## config.mk

```make
export PLATFORM = sky130hd
export DESIGN_NAME = pagp_port
export DESIGN_NICKNAME = d
export VERILOG_FILES = /design/src/pagp_pkg.sv /design/src/pagp_port.sv /design/src/pagp_sync.sv
export SDC_FILE = /design/constraint.sdc
export NUM_CORES = 1
export LEC_CHECK = 0
export ABC_AREA = 1
export BUFFER_PORTS_ARGS = -buffer_cell sky130_fd_sc_hd__buf_2
export CORE_ASPECT_RATIO = 0.7
export CORE_MARGIN = 2
export CORE_UTILIZATION = 44
export DETAILED_ROUTE_END_ITERATION = 16
export PLACE_DENSITY = 0.77
export SLEW_MARGIN = 20
export SYNTH_ARGS = -nofsm -noshare
export SYNTH_HDL_FRONTEND = slang
export SYNTH_HIERARCHICAL = 1
export SYNTH_SLANG_ARGS = --single-unit
```

## constraint.sdc

```tcl
create_clock -name clk_sys_i -period 1.85 [get_ports clk_sys_i]
set_input_delay 0.37 -clock clk_sys_i [delete_from_list [all_inputs] [get_ports clk_sys_i]]
set_output_delay 0.37 -clock clk_sys_i [all_outputs]
set_load 0.005 [all_outputs]
```

## src/pagp_pkg.sv

```systemverilog
// Behaviour
// - The port has eight pins, each with its own software read/write data latch bit.
// - Reset leaves the data latch contents as they were.
// - A direction bit of one drives the latch onto the pin, a zero releases the pin.
// - Reset clears all direction bits so every pin starts as an input.
// - Reading the data location returns the latch for outputs and the pin level for inputs.
// - Latch writes always land, and never change what an input pin reads.
// - A set pull-up bit connects the pull-up on an input pin, a clear bit leaves it floating.
// - The pull-up is dropped at once whenever the pin is an output.
// - A set key interrupt pin enable makes that pin a key interrupt input; here a key pin with its direction bit set still drives.
// - A key interrupt pin gets a pull-up or pull-down chosen by its polarity bit.
// - A converter channel select on a pin forces it to analog input over all port control.
// - Pins not selected by the converter behave as ordinary digital I/O.
package pagp_pkg;

  // ----------------------------------------------------------------
  // Register map
  // ----------------------------------------------------------------
  localparam logic [15:0] PAGP_OFS_DATA = 16'h0000;
  localparam logic [15:0] PAGP_OFS_DIR = 16'h0004;
  localparam logic [15:0] PAGP_OFS_PUE = 16'h000D;
  localparam logic [7:0] PAGP_DIR_RST = 8'h00;
  localparam logic [7:0] PAGP_PUE_RST = 8'h00;
  localparam int PAGP_SYNC_STAGES = 3;

  // ----------------------------------------------------------------
  // Carriers
  // ----------------------------------------------------------------
  typedef struct packed {
    logic rd;
    logic wr;
    logic [15:0] addr;
    logic [7:0] wdata;
  } pagp_bus_req_t;

  // Key interrupt and converter control coming from the sibling units
  typedef struct packed {
    logic [7:0] key_irq_pin_enables;
    logic [7:0] key_irq_polarity;
    logic [7:0] analog_channel_pins;
  } pagp_share_t;

  // Per-pin pad controls
  typedef struct packed {
    logic [7:0] out;
    logic [7:0] oe_n;
    logic [7:0] pull_up;
    logic [7:0] pull_down;
    logic [7:0] analog;
  } pagp_pad_t;

endpackage : pagp_pkg

```

## src/pagp_port.sv

```systemverilog
module pagp_port (
  input wire logic clk_sys_i,
  input wire logic rst_n_i,
  input wire pagp_pkg::pagp_bus_req_t bus_i,
  output logic [7:0] rdata_o,
  output logic rvalid_o,
  input wire pagp_pkg::pagp_share_t share_i,
  input wire logic [7:0] pin_i,
  output pagp_pkg::pagp_pad_t pad_o,
  output logic [7:0] key_inputs_o
);
  import pagp_pkg::*;

  // --------------------------------------------------------------
  // Reset release
  // --------------------------------------------------------------
  logic [1:0] rst_pipe;
  logic rst_n;

  // Two flops so release is synchronous to the system clock
  always_ff @(posedge clk_sys_i or negedge rst_n_i) begin
    if (!rst_n_i) begin
      rst_pipe <= 2'h0;
    end else begin
      rst_pipe <= {rst_pipe[0], 1'b1};
    end
  end
  assign rst_n = rst_pipe[1];

  // --------------------------------------------------------------
  // Pin synchroniser
  // --------------------------------------------------------------
  logic [7:0] pin_sync;

  pagp_sync #(
    .WIDTH(8)
  ) u_sync (
    .clk_sys_i(clk_sys_i),
    .rst_n_i(rst_n),
    .async_i(pin_i),
    .sync_o(pin_sync)
  );

  // --------------------------------------------------------------
  // Registers
  // --------------------------------------------------------------
  logic [7:0] port_data_latch;
  logic [7:0] port_direction;
  logic [7:0] port_pullup_enable;
  logic [7:0] next_port_data_latch;
  logic [7:0] next_port_direction;
  logic [7:0] next_port_pullup_enable;
  logic wr_data;
  logic wr_dir;
  logic wr_pue;

  assign wr_data = bus_i.wr && (bus_i.addr == PAGP_OFS_DATA);
  assign wr_dir = bus_i.wr && (bus_i.addr == PAGP_OFS_DIR);
  assign wr_pue = bus_i.wr && (bus_i.addr == PAGP_OFS_PUE);

  // Next-state for the three registers
  always_comb begin
    next_port_data_latch = port_data_latch;
    next_port_direction = port_direction;
    next_port_pullup_enable = port_pullup_enable;
    if (wr_data) begin
      next_port_data_latch = bus_i.wdata;
    end
    if (wr_dir) begin
      next_port_direction = bus_i.wdata;
    end
    if (wr_pue) begin
      next_port_pullup_enable = bus_i.wdata;
    end
  end

  // Latch has no reset at all: its content survives a reset
  always_ff @(posedge clk_sys_i) begin
    port_data_latch <= next_port_data_latch;
  end

  // Direction and pull-up enables clear on reset
  always_ff @(posedge clk_sys_i or negedge rst_n) begin
    if (!rst_n) begin
      port_direction <= PAGP_DIR_RST;
      port_pullup_enable <= PAGP_PUE_RST;
    end else begin
      port_direction <= next_port_direction;
      port_pullup_enable <= next_port_pullup_enable;
    end
  end

  // --------------------------------------------------------------
  // Read path
  // --------------------------------------------------------------
  logic [7:0] next_rdata;
  logic next_rvalid;

  // Data location mixes latch and pin per bit; analog pins read as pin level
  always_comb begin
    next_rdata = 8'h00;
    next_rvalid = bus_i.rd;
    if (bus_i.rd) begin
      case (bus_i.addr)
        PAGP_OFS_DATA: begin
          next_rdata = (port_direction & ~share_i.analog_channel_pins & port_data_latch)
                     | (~(port_direction & ~share_i.analog_channel_pins) & pin_sync);
        end
        PAGP_OFS_DIR: begin
          next_rdata = port_direction;
        end
        PAGP_OFS_PUE: begin
          next_rdata = port_pullup_enable;
        end
        default: begin
          next_rdata = 8'h00;
        end
      endcase
    end
  end

  always_ff @(posedge clk_sys_i or negedge rst_n) begin
    if (!rst_n) begin
      rdata_o <= 8'h00;
      rvalid_o <= 1'b0;
    end else begin
      rdata_o <= next_rdata;
      rvalid_o <= next_rvalid;
    end
  end

  // --------------------------------------------------------------
  // Pad control
  // --------------------------------------------------------------
  // Combinational so the pull-up drops in the same cycle the direction flips
  pagp_pad_t next_pad;
  logic [7:0] drive;

  genvar g;
  generate
    for (g = 0; g < 8; g++) begin : g_pin
      // Analog select wins over everything else on the pin
      assign drive[g] = port_direction[g] && !share_i.analog_channel_pins[g];
      always_comb begin
        next_pad.out[g] = port_data_latch[g];
        next_pad.oe_n[g] = !drive[g];
        next_pad.analog[g] = share_i.analog_channel_pins[g];
        next_pad.pull_up[g] = 1'b0;
        next_pad.pull_down[g] = 1'b0;
        if (!drive[g] && !share_i.analog_channel_pins[g]) begin
          if (share_i.key_irq_pin_enables[g]) begin
            // Rising polarity wants a pull-down, falling a pull-up
            next_pad.pull_down[g] = share_i.key_irq_polarity[g];
            next_pad.pull_up[g] = !share_i.key_irq_polarity[g];
          end else begin
            next_pad.pull_up[g] = port_pullup_enable[g];
          end
        end
      end
    end
  endgenerate

  assign pad_o = next_pad;

  // --------------------------------------------------------------
  // Key unit feed
  // --------------------------------------------------------------
  logic [7:0] next_key_inputs;

  // Key unit sees the synchronised level only where it owns the pin
  always_comb begin
    next_key_inputs = pin_sync & share_i.key_irq_pin_enables;
  end

  // Registered so the key unit gets a clean word; costs one cycle of latency
  always_ff @(posedge clk_sys_i or negedge rst_n) begin
    if (!rst_n) begin
      key_inputs_o <= 8'h00;
    end else begin
      key_inputs_o <= next_key_inputs;
    end
  end

  // --------------------------------------------------------------
  // Checks
  // --------------------------------------------------------------
  // Reset leaves every pin an input; seen on the first edge out of reset
  dir_reset_clear_a: assert property (@(posedge clk_sys_i)
    $rose(rst_n) |-> (port_direction == 8'h00))
    else $error("direction not cleared by reset");

  // Register writes land on the next edge, whatever the pin direction
  latch_write_a: assert property (@(posedge clk_sys_i) disable iff (!rst_n)
    wr_data |=> (port_data_latch == $past(bus_i.wdata)))
    else $error("latch write lost");

  dir_write_a: assert property (@(posedge clk_sys_i) disable iff (!rst_n)
    wr_dir |=> (port_direction == $past(bus_i.wdata)))
    else $error("direction write lost");

  pue_write_a: assert property (@(posedge clk_sys_i) disable iff (!rst_n)
    wr_pue |=> (port_pullup_enable == $past(bus_i.wdata)))
    else $error("pull-up enable write lost");

  // --------------------------------------------------------------
  // Read side checks
  // --------------------------------------------------------------
  // Digital pins: outputs read back the latch, inputs the synchronised level
  read_mix_a: assert property (@(posedge clk_sys_i) disable iff (!rst_n)
    (bus_i.rd && bus_i.addr == PAGP_OFS_DATA && share_i.analog_channel_pins == 8'h00)
    |=> (rdata_o == (($past(port_direction) & $past(port_data_latch))
        | (~$past(port_direction) & $past(pin_sync)))))
    else $error("data read mix wrong");

  // Converter pins ignore the direction bit and always read the pin level
  analog_read_a: assert property (@(posedge clk_sys_i) disable iff (!rst_n)
    (bus_i.rd && bus_i.addr == PAGP_OFS_DATA)
    |=> ((rdata_o & $past(share_i.analog_channel_pins))
        == ($past(pin_sync) & $past(share_i.analog_channel_pins))))
    else $error("analog pin read not from pin level");

  // Unmapped places must not leak stale register contents
  unmapped_read_a: assert property (@(posedge clk_sys_i) disable iff (!rst_n)
    (bus_i.rd && bus_i.addr != PAGP_OFS_DATA && bus_i.addr != PAGP_OFS_DIR
     && bus_i.addr != PAGP_OFS_PUE) |=> (rdata_o == 8'h00))
    else $error("unmapped read not zero");

  // One valid pulse per read strobe, never a spare one
  rvalid_pulse_a: assert property (@(posedge clk_sys_i) disable iff (!rst_n)
    1'b1 |=> (rvalid_o == $past(bus_i.rd)))
    else $error("read valid pulse wrong");

  // --------------------------------------------------------------
  // Pad checks
  // --------------------------------------------------------------
  // Output buffer follows direction except where the converter owns the pin
  drive_follow_a: assert property (@(posedge clk_sys_i) disable iff (!rst_n)
    pad_o.oe_n == ~(port_direction & ~share_i.analog_channel_pins))
    else $error("output enable mismatch");

  // Same-cycle check: a pull-up fighting the output buffer wastes current
  pullup_out_a: assert property (@(posedge clk_sys_i) disable iff (!rst_n)
    (pad_o.pull_up & port_direction & ~share_i.analog_channel_pins) == 8'h00)
    else $error("pull-up on output pin");

  pullup_input_a: assert property (@(posedge clk_sys_i) disable iff (!rst_n)
    (pad_o.pull_up & ~port_direction & ~share_i.analog_channel_pins
     & ~share_i.key_irq_pin_enables) == (port_pullup_enable & ~port_direction
     & ~share_i.analog_channel_pins & ~share_i.key_irq_pin_enables))
    else $error("pull-up enable not applied");

  // Key pins: polarity picks the pull, and only key pins ever pull down
  key_pull_a: assert property (@(posedge clk_sys_i) disable iff (!rst_n)
    ((pad_o.pull_down ^ share_i.key_irq_polarity) & share_i.key_irq_pin_enables
     & ~drive & ~share_i.analog_channel_pins) == 8'h00)
    else $error("key pull selection wrong");

  pulldown_only_a: assert property (@(posedge clk_sys_i) disable iff (!rst_n)
    (pad_o.pull_down & ~share_i.key_irq_pin_enables) == 8'h00)
    else $error("pull-down on a non-key pin");

  pulls_exclusive_a: assert property (@(posedge clk_sys_i) disable iff (!rst_n)
    (pad_o.pull_up & pad_o.pull_down) == 8'h00)
    else $error("pull-up and pull-down both on");

  // Converter select wins over drive and pulls on its pin
  analog_wins_a: assert property (@(posedge clk_sys_i) disable iff (!rst_n)
    ((~pad_o.oe_n | pad_o.pull_up | pad_o.pull_down) & share_i.analog_channel_pins)
    == 8'h00)
    else $error("analog pin still driven");

  analog_pass_a: assert property (@(posedge clk_sys_i) disable iff (!rst_n)
    pad_o.analog == share_i.analog_channel_pins)
    else $error("analog switch mismatch");

  // Key feed is registered, so the mask it used is one cycle old
  key_route_a: assert property (@(posedge clk_sys_i) disable iff (!rst_n)
    1'b1 |=> ((key_inputs_o & ~$past(share_i.key_irq_pin_enables)) == 8'h00))
    else $error("key input leaked");

  // Main scenarios worth seeing at least once
  cov_write_read_c: cover property (@(posedge clk_sys_i) disable iff (!rst_n)
    wr_data ##1 (bus_i.rd && bus_i.addr == PAGP_OFS_DATA));
  cov_out_c: cover property (@(posedge clk_sys_i) disable iff (!rst_n)
    wr_dir && bus_i.wdata == 8'hFF);
  cov_key_c: cover property (@(posedge clk_sys_i) disable iff (!rst_n)
    share_i.key_irq_pin_enables != 8'h00 && pad_o.pull_down != 8'h00);
  cov_analog_c: cover property (@(posedge clk_sys_i) disable iff (!rst_n)
    share_i.analog_channel_pins != 8'h00 && port_direction != 8'h00);
  cov_reset_c: cover property (@(posedge clk_sys_i)
    $rose(rst_n));

endmodule : pagp_port

```

## src/pagp_sync.sv

```systemverilog
// Three-stage pin synchroniser; the value only moves once stages two and three agree
module pagp_sync #(
  parameter int WIDTH = 8
) (
  input wire logic clk_sys_i,
  input wire logic rst_n_i,
  input wire logic [WIDTH-1:0] async_i,
  output logic [WIDTH-1:0] sync_o
);
  import pagp_pkg::*;

  logic [WIDTH-1:0] meta;
  logic [WIDTH-1:0] stage2;
  logic [WIDTH-1:0] stage3;
  logic [WIDTH-1:0] next_sync;

  // --------------------------------------------------------------
  // Filter
  // --------------------------------------------------------------
  // Per bit: accept a new level only when the two trailing stages agree
  genvar g;
  generate
    for (g = 0; g < WIDTH; g++) begin : g_bit
      always_comb begin
        next_sync[g] = (stage2[g] == stage3[g]) ? stage3[g] : sync_o[g];
      end
    end
  endgenerate

  // Register stages; meta is only read by stage2
  always_ff @(posedge clk_sys_i or negedge rst_n_i) begin
    if (!rst_n_i) begin
      meta <= '0;
      stage2 <= '0;
      stage3 <= '0;
      sync_o <= '0;
    end else begin
      meta <= async_i;
      stage2 <= meta;
      stage3 <= stage2;
      sync_o <= next_sync;
    end
  end

  sync_settles_a: assert property (@(posedge clk_sys_i) disable iff (!rst_n_i)
    (stage2 == stage3) |=> (sync_o == $past(stage3)))
    else $error("synchroniser did not follow agreeing stages");

endmodule : pagp_sync
```

==> results by group <==
Outcome
  • Outcome: finished clean

Worst setup path
  • Critical path cell sequence: inv_1 > nand2_1 > nor2_1 > buf_2
  • CP endpoint: pad_o[22]
  • CP max stage delay: 410 ps
  • Worst setup SP type: flip-flop
  • CP arrival: 1140 ps
  • Setup crit end kind: output port
  • CP required: 1480 ps
  • FF-to-FF path depth: 7
  • Critical path depth in cells: 4
  • Reg2reg start: port_direction[0]
  • CP max-delay cell: dfrtp_1
  • R2r setup slk: 860 ps
  • Buf/Inv on CP: 2
  • Capturing point of the worst reg2reg path: rdata_o[0]
  • Worst path top cell family by delay: flip-flops
  • Crit path max fanout: 4
  • Critical path class: flip-flop to output port
  • Crit path from: port_direction[6]

Timing
  • Setup TNS: 0 ps
  • Clk_skew: about 7.4 ps
  • Final setup viols: 0
  • Fmax achieved: between 600 and 700 MHz
  • Final period util: between 80% and 90%
  • Unrepaired setup endpoints after global routing: false
  • Post-layout min period: approximately 1500 ps
  • Hold Vio Cnt, Final: 0
  • Max-slew violations: 0

Floorplanning
  • Starting density of the core: 46.16%
  • FP Rows: 25
  • Die Ht: 75.09 um
  • Die Area: 0.007927 mm^2
  • IO Pins: 117
  • Die X-Extent: approximately 110 um
  • Total core area: 0.006882 mm^2

Route
  • Routed wire per std cell: approximately 13 um
  • WL final: a little over 7000 um
  • DR iter-0 viols: 107
  • TritonRoute pass-1 iters: 4
  • Routed Antenna Nets: 0
  • Vias: about 2,700
  • DRC errors left: 0
  • Vias per inst: between 4 and 5

Logic synthesis
  • Post-synth EDFFs: 8
  • Syn Nets: 410
  • Top-count cell post-synth: nand2_1
  • Share of the synthesized area in the top cell type: a little over half
  • Area contributors post-synth: dfrtp_1 53%, nand2_1 11%, edfxtp_1 7.6%, nor2_1 6.6%, inv_1 5.1%
  • Synth Instances: 350
  • Mapped cell area: around 0.0032 mm^2
  • FF+latch count, synth: 75
  • Async S/R FF share, synth: between 80% and 90%
  • Cell taking the most area after synthesis: dfrtp_1
  • Post-synth top flop: dfrtp_1
  • Yosys warnings: 6
  • Average size of a mapped cell: a little over 9 um^2
  • Top cells by count, synth: 92 x nand2_1, 67 x dfrtp_1, 56 x nor2_1
  • Seq/Total Area, Yosys: about three fifths
  • Yosys cell types: 20

Clock network
  • Clk slew on worst S/H paths: approximately 80 ps
  • Root Buffer: clkbuf_8
  • CTS Buf Count: 9
  • CTS tree: yes
  • H-tree depth: 3
  • Max Buffers Root-to-Sink: 2
  • CTS resizes: 0
  • Clk Latency, worst-skew pair: 340 ps
  • Sinks on the clock net: 75

Layout
  • Fillcell total: 610
  • Fraction of layout cells with a size suffix above 1: between 30% and 40%
  • Layout area overhead: 29.82%
  • Final net count: between 500 and 600
  • Area of the multi-input gates: approximately 0.0010 mm^2
  • Seq. cell area: between 0.0015 and 0.002 mm^2
  • Inserted Diodes: 0
  • Non-Filler Instances: between 500 and 600

Hold path
  • Worst Hold Class: input port to flip-flop

Placement
  • GPL Wtd Cong: 0.7941
  • Cell total after placement: between 500 and 600
  • Number of port buffers: ~120
  • HPWL after DPL: 5196 um

Pwr
  • Pleak: 2.353 nW
  • Reg power frac: between 40% and 50%
  • Power per standard cell area: between 800 and 900 mW/mm^2
  • Sw frac: roughly 20%
  • Tot Pwr: ~3.6 mW
  • Sw power: about 0.74 mW
  • Pint: between 2 and 3 mW
  • VDD IR-drop max: ~500 uV
  • Clk pwr share: between 40% and 50%
  • Comb pwr share: ~6.6%

GRT
  • Grt ovf: 0
  • Global-route usage over all layers: a little under a fifth
  • First-pass GRT wire length: 11,290 um
  • Antenna violations before repair: 1
  • Vias in the first global route: between 2,000 and 2,500
  • Largest net degree at the start of global routing: 48

Flow run
  • Max cap viols: 0
-- worst reg2reg max path, cell delays in order, from the launching register on --
cell	delay (ps)
dfrtp_1	400
nand2_1	110
nand2_1	70
nand2_1	40
inv_1	50
nor2_1	40
nor2_1	120
nor2_1	50
-- cell type report --
type | count | share of cell area (%)
inverter | 43 | 3.914
multi-input combinational | 221 | 24.45
clock inverter | 3 | 2.184
tap | 94 | 2.852
clock buffer | 13 | 4.369
timing repair buffer | 123 | 15.72
sequential | 75 | 46.51
-- cell usage in the layout, fill, tap and decap left out --
master,instances
nand2_2,4
nor2_2,3
conb_1,1
bufinv_16,3
edfxtp_1,8
nor2_1,56
clkbuf_16,1
a21oi_1,8
buf_12,1
buf_2,116
nand3_1,24
clkbuf_1,1
inv_1,43
dfrtp_1,66
dfrtp_2,1
buf_4,5
nor2_4,3
nand2_1,92
o21ai_0,22
nor2_8,2
nand3_2,1
nand2_4,3
o21ai_2,2
dlygate4sd3_1,1
clkbuf_8,11
-- worst min-delay path by stage --
stage	from	endpoint	slack, ps	depth (start not counted)
2_1_floorplan	rst_n_i	rst_pipe[0]	70	0
3_3_place_gp	rst_n_i	rst_pipe[0]	160	1
3_5_place_dp	rst_n_i	rst_pipe[0]	160	1
4_1_cts	pin_i[4]	u_sync/meta[4]	110	1
5_1_grt	pin_i[2]	u_sync/meta[2]	110	1
6_report	pin_i[4]	u_sync/meta[4]	130	1
-- what timing repair did --
item,4_1_cts,5_1_grt
setup buffers,0,0
endpoints found under the hold margin,2,0
hold buffers,1,0
-- kinds of logic (layout without fill, tap and decap cells) --
logic type             count (synthesis)  count (layout)  share of synthesized area [%]
AND/OR/NAND/NOR                      188             188                          26.35
flip-flops                            75              75                          60.34
buffers and inverters                 54             182                          7.916
AO/OA/AOI/OAI                         32              32                          5.278
other                                  1               1                         0.1180
-- per-layer routing --
layer  share of wire [%]  GRT usage (%)
met2                  46          30.61
met5                   0              0
met3                 8.9          6.753
met1                  44          24.13
met4                 1.1          6.871
-- power groups by stage --
stage / registers (mW) / logic (mW) / clock network [mW]
6_report: 1.76 / 0.239 / 1.62
5_1_grt: 1.77 / 0.274 / 1.74
4_1_cts: 1.77 / 0.243 / 1.66
3_5_place_dp: 1.80 / 0.240 / 0
3_3_place_gp: 1.80 / 0.233 / 0
2_1_floorplan: 1.81 / 0.103 / 0
-- metrics by stage --
| stage | instance area [um^2] | utilization, % | hold slack [ps] | setup slack [ps] |
|---|---|---|---|---|
| 2_1_floorplan | 3178 | - | 74.41 | 156.8 |
| 3_3_place_gp | 3844 | 55.85 | 156.0 | 219.2 |
| 3_5_place_dp | 3844 | 55.85 | 157.0 | 186.5 |
| 4_1_cts | 4124 | 59.93 | 111.9 | 322.7 |
| 5_1_grt | 4124 | 59.93 | 106.8 | 233.6 |
| 6_report | 4124 | 59.93 | 131.4 | 342.6 |
-- registers in the layout, indices dropped and copies added (netlist names) --
name and count:
rvalid_o 1, port_pullup_enable 8, key_inputs_o 8, u_sync/stage3 8, rdata_o 8, u_sync/meta 8, port_data_latch 8, rst_pipe 2
u_sync/stage2 8, u_sync/sync_o 8, port_direction 8
Note: power is estimated with default switching activity, not from simulation.
